### src/srdc_consts.svh
/*
 * constants of the switch reset domain control block: clock rate, release
 * delays, training deadline, strap width and status bit positions.
 * assumes inclusion by bare name from the block's files.
 */
`ifndef SRDC_CONSTS_SVH
`define SRDC_CONSTS_SVH

// ----------------------------------------------------------------------
// timing
// ----------------------------------------------------------------------
`define SRDC_CLK_PERIOD_NS 10
`define SRDC_POR_DELAY_NS 10000
`define SRDC_POR_DELAY_CYC ((`SRDC_POR_DELAY_NS + `SRDC_CLK_PERIOD_NS - 1) / `SRDC_CLK_PERIOD_NS)
`define SRDC_TRAIN_MAX_MS 80
`define SRDC_TRAIN_MAX_CYC ((`SRDC_TRAIN_MAX_MS * 1000000) / `SRDC_CLK_PERIOD_NS)
`define SRDC_CLK_DET_EDGES 16

// ----------------------------------------------------------------------
// widths, status layout and reset values
// ----------------------------------------------------------------------
`define SRDC_STRAP_W 8
`define SRDC_NUM_DS 3
`define SRDC_STAT_BUSY_BIT 4
`define SRDC_STAT_ERR_BIT 0
`define SRDC_STRAP_RST 8'h00

`endif

### src/srdc_pkg.sv
/*
 * types of the switch reset domain control block: state encodings and the
 * bundle of reset domains handed to the rest of the switch.
 * assumes nothing of its surroundings.
 */
package srdc_pkg;

   // ----------------------------------------------------------------------
   // state machines
   // ----------------------------------------------------------------------
   typedef enum logic [3:0] {
      SRDC_POR_PWR = 4'h1,
      SRDC_POR_CLK = 4'h2,
      SRDC_POR_DLY = 4'h4,
      SRDC_POR_DONE = 4'h8
   } srdc_por_state_type;

   typedef enum logic [3:0] {
      SRDC_LK_RESET = 4'h1,
      SRDC_LK_LOAD = 4'h2,
      SRDC_LK_TRAIN = 4'h4,
      SRDC_LK_DLDOWN = 4'h8
   } srdc_link_state_type;

   // ----------------------------------------------------------------------
   // reset domains, all active low
   // ----------------------------------------------------------------------
   typedef struct packed {
      logic sticky_rst_n;
      logic aux_pm_rst_n;
      logic loadable_rst_n;
      logic eeprom_sm_rst_n;
      logic nonsticky_rst_n;
      logic port_rst_n;
   } srdc_domains_type;

endpackage

### src/srdc_rst_sync.sv
/*
 * two-flop synchroniser with asynchronous clear: the output falls at once
 * when arst_n falls and follows d two clock edges later otherwise.
 * assumes arst_n is glitch free.
 */
`timescale 1ns/100ps
`default_nettype none

module srdc_rst_sync (
   // clock and clear
   input wire logic clk,
   input wire logic arst_n,
   // data
   input wire logic d,
   output logic q
);

   logic meta_ff;
   logic q_ff;

   always_ff @(posedge clk or negedge arst_n) begin
      if (!arst_n) begin
         meta_ff <= 1'b0;
         q_ff <= 1'b0;
      end else begin
         meta_ff <= d;
         q_ff <= meta_ff;
      end
   end

   assign q = q_ff;

endmodule

`default_nettype wire

### src/srdc_clk_detect.sv
/*
 * reference clock activity detector: synchronises the clock pin and counts
 * its edges once enabled; reports active after a fixed number of edges.
 * assumes the pin toggles slower than half the core clock rate.
 */
`timescale 1ns/100ps
`default_nettype none
`include "srdc_consts.svh"

module srdc_clk_detect #(
   parameter int EDGES = `SRDC_CLK_DET_EDGES
) (
   // clock and reset
   input wire logic clk,
   input wire logic reset_n,
   // control
   input wire logic en,
   input wire logic ref_clock_in,
   // status
   output logic active
);

   localparam int CW = $clog2(EDGES + 1);

   logic meta_ff;
   logic ref_ff;
   logic ref_q_ff;
   logic [CW-1:0] cnt_ff;

   // ----------------------------------------------------------------------
   // pin synchroniser
   // ----------------------------------------------------------------------
   always_ff @(posedge clk or negedge reset_n) begin
      if (!reset_n) begin
         meta_ff <= 1'b0;
         ref_ff <= 1'b0;
         ref_q_ff <= 1'b0;
      end else begin
         meta_ff <= ref_clock_in;
         ref_ff <= meta_ff;
         ref_q_ff <= ref_ff;
      end
   end

   // ----------------------------------------------------------------------
   // edge counter
   // ----------------------------------------------------------------------
   // restarts whenever power drops, so a stale count never releases reset
   always_ff @(posedge clk or negedge reset_n) begin
      if (!reset_n) begin
         cnt_ff <= '0;
      end else if (!en) begin
         cnt_ff <= '0;
      end else if ((ref_ff != ref_q_ff) && (cnt_ff != CW'(EDGES))) begin
         cnt_ff <= cnt_ff + CW'(1);
      end
   end

   assign active = (cnt_ff == CW'(EDGES));

endmodule

`default_nettype wire

### src/srdc_reset_ctrl.sv
/*
 * switch reset domain control: builds power-on reset, synchronises global
 * and fundamental reset, derives the reset domains, latches straps, starts
 * the eeprom preload and steers link training and hot reset.
 * assumes eeprom done/fail and hot reset come from logic on clk.
 */
`timescale 1ns/100ps
`default_nettype none
`include "srdc_consts.svh"

module srdc_reset_ctrl #(
   parameter int TRAIN_MAX_CYC = `SRDC_TRAIN_MAX_CYC,
   parameter int NUM_DS = `SRDC_NUM_DS,
   parameter int STRAP_W = `SRDC_STRAP_W
) (
   // clock and reset
   input wire logic clk,
   input wire logic reset_n,
   // pins
   input wire logic core_supply_sense,
   input wire logic ref_clock_in,
   input wire logic chip_global_reset_in,
   input wire logic fundamental_reset_in,
   input wire logic aux_power_state,
   input wire logic eeprom_present,
   input wire logic [STRAP_W-1:0] strap_in,
   // link and eeprom engine
   input wire logic hot_reset_rx,
   input wire logic eeprom_load_done,
   input wire logic eeprom_load_fail,
   // reset domains
   output srdc_pkg::srdc_domains_type domains,
   output logic combined_port_reset,
   output logic chip_ctrl_rst_n,
   output logic [NUM_DS-1:0] ds_port_rst_n,
   // status and control
   output logic [STRAP_W-1:0] strap_latched,
   output logic eeprom_load_start,
   output logic eeprom_load_busy,
   output logic [7:0] sb_status,
   output logic link_train_en,
   output logic dl_down
);

   localparam int TW = $clog2(TRAIN_MAX_CYC + 1);
   localparam int PW = $clog2(`SRDC_POR_DELAY_CYC + 1);

   srdc_pkg::srdc_por_state_type por_state_ff;
   srdc_pkg::srdc_link_state_type link_state_ff;
   logic pwr_ok, clk_active, chip_global_reset_in_n, fundamental_reset_in_n, aux_on;
   logic [STRAP_W-1:0] strap_meta_ff, strap_sync_ff, strap_ff;
   logic [PW-1:0] por_cnt_ff;
   logic [TW-1:0] train_cnt_ff;
   logic por_done_ff, fund_q_ff, busy_ff, err_ff;
   logic gl_rst_n, fund_rst_n, fund_rise, deadline;

   // ----------------------------------------------------------------------
   // synchronisers
   // ----------------------------------------------------------------------
   srdc_rst_sync u_pwr_sync (
      .clk(clk),
      .arst_n(reset_n),
      .d(core_supply_sense),
      .q(pwr_ok)
   );
   srdc_rst_sync u_aux_sync (
      .clk(clk),
      .arst_n(reset_n),
      .d(aux_power_state),
      .q(aux_on)
   );
   // the pin clears both flops at once; release waits two clean edges
   srdc_rst_sync u_chip_global_reset_in_sync (
      .clk(clk),
      .arst_n(reset_n & chip_global_reset_in),
      .d(1'b1),
      .q(chip_global_reset_in_n)
   );
   srdc_rst_sync u_fundamental_reset_in_sync (
      .clk(clk),
      .arst_n(reset_n & fundamental_reset_in),
      .d(1'b1),
      .q(fundamental_reset_in_n)
   );
   srdc_clk_detect u_clk_det (
      .clk(clk),
      .reset_n(reset_n),
      .en(pwr_ok),
      .ref_clock_in(ref_clock_in),
      .active(clk_active)
   );

   // ----------------------------------------------------------------------
   // power-on reset
   // ----------------------------------------------------------------------
   always_ff @(posedge clk or negedge reset_n) begin
      if (!reset_n) begin
         por_state_ff <= srdc_pkg::SRDC_POR_PWR;
      end else if (!pwr_ok) begin
         por_state_ff <= srdc_pkg::SRDC_POR_PWR;
      end else begin
         unique case (por_state_ff)
            srdc_pkg::SRDC_POR_PWR: por_state_ff <= srdc_pkg::SRDC_POR_CLK;
            srdc_pkg::SRDC_POR_CLK: if (clk_active) por_state_ff <= srdc_pkg::SRDC_POR_DLY;
            srdc_pkg::SRDC_POR_DLY: begin
               if (por_cnt_ff == PW'(`SRDC_POR_DELAY_CYC - 1)) por_state_ff <= srdc_pkg::SRDC_POR_DONE;
            end
            srdc_pkg::SRDC_POR_DONE: por_state_ff <= srdc_pkg::SRDC_POR_DONE;
         endcase
      end
   end

   always_ff @(posedge clk or negedge reset_n) begin
      if (!reset_n) begin
         por_cnt_ff <= '0;
      end else if (por_state_ff == srdc_pkg::SRDC_POR_DLY) begin
         por_cnt_ff <= por_cnt_ff + PW'(1);
      end else begin
         por_cnt_ff <= '0;
      end
   end

   always_ff @(posedge clk or negedge reset_n) begin
      if (!reset_n) begin
         por_done_ff <= 1'b0;
      end else begin
         por_done_ff <= pwr_ok && (por_state_ff == srdc_pkg::SRDC_POR_DONE);
      end
   end

   // ----------------------------------------------------------------------
   // reset domains
   // ----------------------------------------------------------------------
   // sticky and aux machines ride out fundamental reset but not main power loss, so aux only hits fund
   assign gl_rst_n = por_done_ff & chip_global_reset_in_n;
   assign fund_rst_n = gl_rst_n & fundamental_reset_in_n & ~aux_on;
   assign domains.sticky_rst_n = gl_rst_n;
   assign domains.aux_pm_rst_n = gl_rst_n;
   assign domains.loadable_rst_n = fund_rst_n;
   assign domains.eeprom_sm_rst_n = fund_rst_n;
   assign domains.nonsticky_rst_n = fund_rst_n & ~dl_down;
   assign domains.port_rst_n = fund_rst_n & ~dl_down;
   assign combined_port_reset = ~domains.port_rst_n;
   assign chip_ctrl_rst_n = domains.port_rst_n;

   genvar gi;
   generate
      for (gi = 0; gi < NUM_DS; gi++) begin : g_ds
         assign ds_port_rst_n[gi] = domains.port_rst_n;
      end
   endgenerate

   // ----------------------------------------------------------------------
   // strap latch
   // ----------------------------------------------------------------------
   always_ff @(posedge clk or negedge reset_n) begin
      if (!reset_n) begin
         strap_meta_ff <= `SRDC_STRAP_RST;
         strap_sync_ff <= `SRDC_STRAP_RST;
         fund_q_ff <= 1'b0;
      end else begin
         strap_meta_ff <= strap_in;
         strap_sync_ff <= strap_meta_ff;
         fund_q_ff <= fund_rst_n;
      end
   end

   assign fund_rise = fund_rst_n & ~fund_q_ff;

   always_ff @(posedge clk or negedge reset_n) begin
      if (!reset_n) begin
         strap_ff <= `SRDC_STRAP_RST;
      end else if (fund_rise) begin
         strap_ff <= strap_sync_ff;
      end
   end

   assign strap_latched = strap_ff;

   // ----------------------------------------------------------------------
   // preload and link training
   // ----------------------------------------------------------------------
   // the host keeps fundamental reset low across power or clock loss,
   // so nothing here guards against a dying reference clock
   assign deadline = (train_cnt_ff == TW'(TRAIN_MAX_CYC - 1));
   assign eeprom_load_start = fund_rise && (link_state_ff == srdc_pkg::SRDC_LK_RESET) && eeprom_present;

   always_ff @(posedge clk or negedge reset_n) begin
      if (!reset_n) begin
         link_state_ff <= srdc_pkg::SRDC_LK_RESET;
      end else if (!fund_rst_n) begin
         link_state_ff <= srdc_pkg::SRDC_LK_RESET;
      end else begin
         unique case (link_state_ff)
            srdc_pkg::SRDC_LK_RESET: begin
               link_state_ff <= eeprom_present ? srdc_pkg::SRDC_LK_LOAD : srdc_pkg::SRDC_LK_TRAIN;
            end
            srdc_pkg::SRDC_LK_LOAD: begin
               if (eeprom_load_done || deadline) link_state_ff <= srdc_pkg::SRDC_LK_TRAIN;
            end
            srdc_pkg::SRDC_LK_TRAIN: if (hot_reset_rx) link_state_ff <= srdc_pkg::SRDC_LK_DLDOWN;
            srdc_pkg::SRDC_LK_DLDOWN: if (!hot_reset_rx) link_state_ff <= srdc_pkg::SRDC_LK_TRAIN;
         endcase
      end
   end

   // a slow eeprom is cut short so the training deadline always holds
   always_ff @(posedge clk or negedge reset_n) begin
      if (!reset_n) begin
         train_cnt_ff <= '0;
      end else if (!fund_rst_n || (link_state_ff == srdc_pkg::SRDC_LK_TRAIN)) begin
         train_cnt_ff <= '0;
      end else if (!deadline) begin
         train_cnt_ff <= train_cnt_ff + TW'(1);
      end
   end

   always_ff @(posedge clk or negedge reset_n) begin
      if (!reset_n) begin
         busy_ff <= 1'b0;
      end else if (!fund_rst_n) begin
         busy_ff <= 1'b0;
      end else if (eeprom_load_start) begin
         busy_ff <= 1'b1;
      end else if ((link_state_ff == srdc_pkg::SRDC_LK_LOAD) && (eeprom_load_done || deadline)) begin
         busy_ff <= 1'b0;
      end
   end

   always_ff @(posedge clk or negedge reset_n) begin
      if (!reset_n) begin
         err_ff <= 1'b0;
      end else if (!fund_rst_n || eeprom_load_start) begin
         err_ff <= 1'b0;
      end else if ((link_state_ff == srdc_pkg::SRDC_LK_LOAD) && (eeprom_load_done || deadline)) begin
         err_ff <= eeprom_load_done ? eeprom_load_fail : 1'b1;
      end
   end

   assign eeprom_load_busy = busy_ff;
   assign link_train_en = (link_state_ff == srdc_pkg::SRDC_LK_TRAIN);
   assign dl_down = (link_state_ff == srdc_pkg::SRDC_LK_DLDOWN);

   always_comb begin
      sb_status = 8'h00;
      sb_status[`SRDC_STAT_BUSY_BIT] = busy_ff;
      sb_status[`SRDC_STAT_ERR_BIT] = err_ff;
   end

   // ----------------------------------------------------------------------
   // assertions
   // ----------------------------------------------------------------------
   property p_por_delay;
      @(posedge clk) disable iff (!reset_n)
      $rose(por_state_ff == srdc_pkg::SRDC_POR_DLY) && pwr_ok |-> !por_done_ff [*8];
   endproperty
   a_por_delay: assert property (p_por_delay) else $error("por released before delay");
   property p_por_clears;
      @(posedge clk) disable iff (!reset_n)
      !por_done_ff |-> !domains.sticky_rst_n && !domains.aux_pm_rst_n && combined_port_reset;
   endproperty
   a_por_clears: assert property (p_por_clears) else $error("domain left free during por");
   // the link state register follows an async pin drop one edge later
   property p_chip_global_reset_in_full;
      @(posedge clk) disable iff (!reset_n)
      !chip_global_reset_in_n |-> (!domains.sticky_rst_n && !domains.loadable_rst_n) ##1 !link_train_en;
   endproperty
   a_chip_global_reset_in_full: assert property (p_chip_global_reset_in_full) else $error("global reset not full");
   property p_strap;
      @(posedge clk) disable iff (!reset_n)
      fund_rise |=> strap_latched == $past(strap_sync_ff);
   endproperty
   a_strap: assert property (p_strap) else $error("straps not latched on release");
   property p_preload;
      @(posedge clk) disable iff (!reset_n)
      fund_rise && eeprom_present |=> eeprom_load_busy && (link_state_ff == srdc_pkg::SRDC_LK_LOAD);
   endproperty
   a_preload: assert property (p_preload) else $error("preload not started");
   property p_train_deadline;
      @(posedge clk) disable iff (!reset_n)
      (link_state_ff == srdc_pkg::SRDC_LK_LOAD) && deadline |=> link_train_en || !fund_rst_n;
   endproperty
   a_train_deadline: assert property (p_train_deadline) else $error("training deadline missed");
   property p_fund_sticky;
      @(posedge clk) disable iff (!reset_n)
      gl_rst_n && !fundamental_reset_in_n |-> domains.sticky_rst_n && !domains.nonsticky_rst_n;
   endproperty
   a_fund_sticky: assert property (p_fund_sticky) else $error("fundamental reset hit sticky");
   property p_fund_aux;
      @(posedge clk) disable iff (!reset_n)
      !fundamental_reset_in_n && gl_rst_n |-> domains.aux_pm_rst_n && !domains.eeprom_sm_rst_n;
   endproperty
   a_fund_aux: assert property (p_fund_aux) else $error("fundamental reset hit aux machines");
   property p_hot;
      @(posedge clk) disable iff (!reset_n)
      link_train_en && hot_reset_rx && fund_rst_n |=> dl_down;
   endproperty
   a_hot: assert property (p_hot) else $error("hot reset ignored");
   property p_dldown;
      @(posedge clk) disable iff (!reset_n)
      dl_down && fund_rst_n |-> combined_port_reset && domains.loadable_rst_n && domains.sticky_rst_n;
   endproperty
   a_dldown: assert property (p_dldown) else $error("link-down domains wrong");
   property p_combined;
      @(posedge clk) disable iff (!reset_n)
      !combined_port_reset |-> por_done_ff && chip_global_reset_in_n && fundamental_reset_in_n && !dl_down;
   endproperty
   a_combined: assert property (p_combined) else $error("combined reset released early");
   property p_busy;
      @(posedge clk) disable iff (!reset_n)
      eeprom_load_busy == (link_state_ff == srdc_pkg::SRDC_LK_LOAD) && sb_status[`SRDC_STAT_BUSY_BIT] == busy_ff;
   endproperty
   a_busy: assert property (p_busy) else $error("busy bit out of step with preload");

endmodule

`default_nettype wire

### config.mk
export PLATFORM = sky130hd
export DESIGN_NAME = srdc_reset_ctrl
export DESIGN_NICKNAME = d
export VERILOG_FILES = /design/src/srdc_pkg.sv /design/src/srdc_rst_sync.sv /design/src/srdc_clk_detect.sv /design/src/srdc_reset_ctrl.sv
export VERILOG_INCLUDE_DIRS = /design/src
export SDC_FILE = /design/constraint.sdc
export NUM_CORES = 1
export LEC_CHECK = 0
export BUFFER_PORTS_ARGS = -buffer_cell sky130_fd_sc_hd__buf_2
export CAP_MARGIN = 10
export CELL_PAD_IN_SITES_DETAIL_PLACEMENT = 1
export CELL_PAD_IN_SITES_GLOBAL_PLACEMENT = 1
export CORE_UTILIZATION = 41
export CTS_CLUSTER_SIZE = 30
export DETAILED_ROUTE_END_ITERATION = 6
export PLACE_DENSITY = 0.77
export SYNTH_ARGS = -nofsm -noshare
export SYNTH_HDL_FRONTEND = slang
export SYNTH_HIERARCHICAL = 1
export SYNTH_SLANG_ARGS = --single-unit
### constraint.sdc
create_clock -name clk -period 2 [get_ports clk]
set_clock_uncertainty 0.05 [all_clocks]
set_input_delay 0.6 -clock clk [delete_from_list [all_inputs] [get_ports clk]]
set_output_delay 0.6 -clock clk [all_outputs]
set_load 0.02 [all_outputs]
# After elaboration in Yosys (flattened, before gate mapping)
# Index checks and enable logic that the tools add are counted.
# Widths: inputs -> output; s select.
# totals
out_inout_bits,31
inputBits,19
wordCells,91
reg_bits,85
# op_classes
n_reduce_logical,12
mux,21
n_eq_ne,21
add_sub_neg,3
n_bitwise,11
# ops
op,count
$mux 23,2
$pmux 4 s4,2
$mux 4,7
$add 23x1->23 const B,1
$eq 23x23->1 const B,1
$ne 3x3->1 const B,5
$add 10x1->10 const B,1
$eq 10x10->1 const B,1
$mux 10,1
$mux 5,2
$eq 4x1->1 const B,2
$eq 4x2->1 const B,2
$eq 4x3->1 const B,2
$eq 4x4->1 const B,2
$and 1x1->1,7
$mux 1,6
$add 5x1->5 const B,1
$eq 5x5->1 const B,1
$logic_and 1x1->1,5
$ne 5x5->1 const B,1
$ne 2x1->1 const B,2
$not 1->1,4
$logic_or 1x1->1,3
$mux 3,1
6 further kinds,6

# Logic depth before layout (Yosys ltp)
# logic_depth
ltp_word,8
depth_mapped,7
mapped_depth_nobuf,7

# Modules after synthesis
# The synthesis kept the hierarchy.
# modules_own_cells
mod,area_per_inst_um2,seq_area_each_um2,cells_per_inst,n_inst
srdc_reset_ctrl,3195.6,1729.2,295,1
srdc_clk_detect,376.6,200.2,33,1
srdc_rst_sync,50.0,50.0,2,4

# Least setup slack after synthesis
# OpenSTA, ideal clock, no wires.
# synth_timing
path_type,reg2out
start,register link_state_ff[1]
end,output port domains[0] (netlist name)
n_path_buf,1
path_stages_with_launch,5
setup_slack_ps,-687
t_required_ps,1350
arrival_time_ps,2037
cell_sequence,dfrtp_1 -> nor4b_1 -> nand2b_1 -> inv_1 -> buf_4
# synth_via
elab_chain_cells,3
# synth_lines
element,line_no,source
"start, declared",srdc_reset_ctrl.sv:49,srdc_pkg::srdc_link_state_type link_state_ff;
"start signal, assigned",srdc_reset_ctrl.sv:190,link_state_ff <= srdc_pkg::SRDC_LK_RESET;
"start signal, assigned",srdc_reset_ctrl.sv:192,link_state_ff <= srdc_pkg::SRDC_LK_RESET;
"start signal, assigned",srdc_reset_ctrl.sv:196,link_state_ff <= eeprom_present ? srdc_pkg::SRDC_LK_LOAD : srdc_pkg::SRDC_LK_TRAIN;
$eq 4x4->1,srdc_reset_ctrl.sv:242,assign dl_down = (link_state_ff == srdc_pkg::SRDC_LK_DLDOWN);
net dl_down,srdc_reset_ctrl.sv:42,output logic dl_down
$not 1->1,srdc_reset_ctrl.sv:142,assign domains.port_rst_n = fund_rst_n & ~dl_down;
$and 1x1->1,srdc_reset_ctrl.sv:142,
"end, declared",srdc_reset_ctrl.sv:32,"output srdc_pkg::srdc_domains_type domains,"
# The timed path passes the listed nets, and every way through them passes these cells.

# Worst setup path in the final report
# layout_timing
start,register link_state_ff[1]
end,output port ds_port_rst_n[0]
# layout_via
elab_chain_cells,3
# layout_lines
element,line_no,source
$eq 4x4->1,srdc_reset_ctrl.sv:242,
$not 1->1,srdc_reset_ctrl.sv:142,
$and 1x1->1,srdc_reset_ctrl.sv:142,
"end, declared",srdc_reset_ctrl.sv:35,"output logic [NUM_DS-1:0] ds_port_rst_n,"
# No other way between the ends.

==> flow_summary.ini <==
[outcome]
status = finished, violations left
violations = design-rule violations, negative setup slack

[synthesis]
synth_edf_count = 0
netlist_area_um2 = 3770
synthXorXnorAreaFrac_pct = 4.41
ys.flop_type = dfrtp_1
yosys.area_share.simple_pct = 22.7
synth_top_cell_by_area = dfrtp_1
synthAdderAreaFrac_pct = 1.33
synth-compound-area-share_pct = 5.67
ys_warn_count = 6
netlist.area_leader.share_pct = 55.1
yosysUniqueCellTypes = 48
yosysSeqAreaShare_pct = 56.5
synth.most_common_cell = dfrtp_1
synth_top_family_by_area = simple AND/OR/NAND/NOR gates
netlist_top_cells_area = dfrtp_1 55%, buf_4 3.8%, nor2_1 3.5%
synthTopCellsByCount = 83 x dfrtp_1, 35 x nor2_1, 20 x nand2_1, 19 x buf_4
synthCells = 336
ys_seq_elements = 85
syn_area_per_cell_um2 = 11.2
synthArstFlopShare_pct = 100
muxShareOfSynthArea_pct = 4.01

[grt]
grt_max_degree = 41
grt-ovfl-total = 0
grt_use_total_pct = 18.5
grt_pass1_wl_um = 14100
antenna_found_initial = 0
grt_pass1_vias = 2907

[critical_path]
worst_setup_path_start_kind = flip-flop
arrival_ns = 1.50
path_class = reg2out
end_kind = output port
worstPathRequired_ns = 1.35
crit_path_max_fanout = 6

[sta]
relSlewSlack_pct = 65.1
finalHoldViolCount = 0
worstMarginPinSlew_ns = 0.524
layout_min_cycle_time_ns = 2.15
hold_slack_ns = 0.0982
fmax_mhz = 464
setup_ws_ns = -0.153
rsz0062_at_grt = yes
final.period_utilization_pct = 108
slew_viol_final = 0
finalSetupViolations = 12

[floorplanning]
core_region_area_um2 = 8810
die_x_um = 97.9
ios = 50
die_h_um = 97.9
rows = 34
start_util_pct = 42.8
die_area_um2 = 9590

[cells_and_area]
fin_nets = 432
stdcell_count = 522
final_cell_area_um2 = 4640
diodes = 0
regArea_um2 = 2130
final_layout_size_suffix_gt1_share_pct = 31.4
syn2layout_area_growth_pct = 23.0
multi_input_area_um2 = 1540
fillers = 972

[power]
leakage_nw = 2.10
seqPwrFrac_pct = 54.9
power_mw = 3.23
power_density_nw_per_um2 = 696
power_frac_clock_pct = 41.8
p_sw_share_pct = 22.4
p_int_mw = 2.51
combPwrFrac_pct = 3.4
switchingPower_mw = 0.722
peakVddDrop_mv = 0.377

[detailed_routing]
vias = 2770
antenna_left = 0
drt_wl_total_um = 8580
drcViolationCount = 3
drt_iter0_drc = 101
viasPerCell = 5.31
avgRoutedWirePerCell_um = 16.4
firstDrtPassIters = 6

[cts]
clk_pin_slew_worst_paths_ns = 0.09
cts_root_buf = clkbuf_8
htree_num_levels = 3
insertion_delay_ns = 0.35
cts_tree = done
cts_buffers = 9
clk_path_buf_depth = 2
cts_sinks = 85

[min_path]
hp-class = in2async

[run]
drv_cap = 0

[placed_design]
io_buffers = 43
dp_hpwl_um = 5960
post_dp_cell_area_um2 = 4180
dp_cells = 490
gp_congestion = 0.828
[final cells by class]
| class | instances | share of cell area [%] |
|---|---|---|
| Inverter | 9 | 0.836 |
| Clock inverter | 6 | 2.02 |
| Tap cell | 108 | 2.91 |
| Sequential cell | 85 | 46.0 |
| Timing Repair Buffer | 80 | 12.3 |
| Clock buffer | 10 | 2.75 |
| Multi-Input combinational cell | 224 | 33.2 |
[metrics by stage]
step | TNS [ns] | util [%] | setup slack [ns]
after global placement | 0 | 47.5 | 0.123
after floorplan | -0.660 | - | -0.132
after detailed placement | 0 | 47.5 | 0.0329
final | -1.48 | 52.7 | -0.153
after CTS | -1.42 | 51.4 | -0.146
after global routing | -2.51 | 52.7 | -0.241
[metal layers]
| layer | up-vias | wire [um] | global-route usage (%) |
|---|---|---|---|
| li1 | 1310 | - | - |
| met1 | 1412 | 3770 | 23.9 |
| met2 | 42 | 4500 | 31.9 |
| met3 | 6 | 245 | 3.65 |
| met4 | 0 | 61 | 5.13 |
| met5 | - | 0 | 0 |
[layout by cell type, fill, tap and decap left out, types with 8 or more instances in the layout]
| cell | n |
|---|---|
| buf_2 | 33 |
| buf_4 | 35 |
| buf_6 | 11 |
| clkbuf_8 | 9 |
| conb_1 | 8 |
| dfrtp_1 | 79 |
| mux2_2 | 9 |
| nand2_1 | 20 |
| nand3_1 | 13 |
| nand4_1 | 9 |
| nor2_1 | 34 |
| nor3_1 | 9 |
| o21ai_0 | 10 |
| or3_1 | 9 |
| xnor2_1 | 13 |
[worst paths after layout]
path	start	to	slack, ns	cells after the start
max reg2reg	train_cnt_ff[18]	train_cnt_ff[10]	0.06	6
min	chip_global_reset_in	u_chip_global_reset_in_sync/q	0.1	2
min in group clk	ref_clock_in	u_clk_det/meta_ff	0.30	1
max	link_state_ff[1]	ds_port_rst_n[0]	-0.15	4
max in group asynchronous	reset_n	train_cnt_ff[17]	1.17	2
min reg2reg	u_aux_sync/meta_ff	u_aux_sync/q	0.30	0
[critical path: stages, from the launching register on]
cell      delay (ns)
dfrtp_2         0.47
nor4b_4         0.30
nand2b_4        0.21
inv_6           0.05
buf_6           0.12
[state kept, by name, indices dropped and copies added (netlist names), 4 cells and up]
signal            flops
por_cnt_ff           10
strap_latched         8
link_state_ff         4
train_cnt_ff         23
u_clk_det/cnt_ff      5
strap_meta_ff         8
strap_sync_ff         8
por_state_ff          4
[power groups by stage]
stage | clock network [mW] | logic, mW | registers, mW
4_1_cts | 1.39 | 0.112 | 1.77
5_1_grt | 1.46 | 0.124 | 1.78
2_1_floorplan | 0 | 0.0522 | 1.80
6_report | 1.35 | 0.108 | 1.77
3_3_place_gp | 0 | 0.107 | 1.80
3_5_place_dp | 0 | 0.111 | 1.81
[timing repair]
action / 4_1_cts / 5_1_grt
cloned: 0 / 1
pin swaps: 3 / 3
gates resized for setup: 29 / 10
setup buffers: 6 / 9
hold buffers: 0 / 0
setup endpoints to repair: 12 / 22
[logic make-up after synthesis]
family / count (synthesis)
and+or+nand+nor: 147
other: 2
xor gates and xnor gates: 19
buffers and inverters: 33
adders and majority gates: 4
AOI/OAI and AO/OA: 32
DFF: 85
muxes: 14
Power figures use the tool's default switching activity.
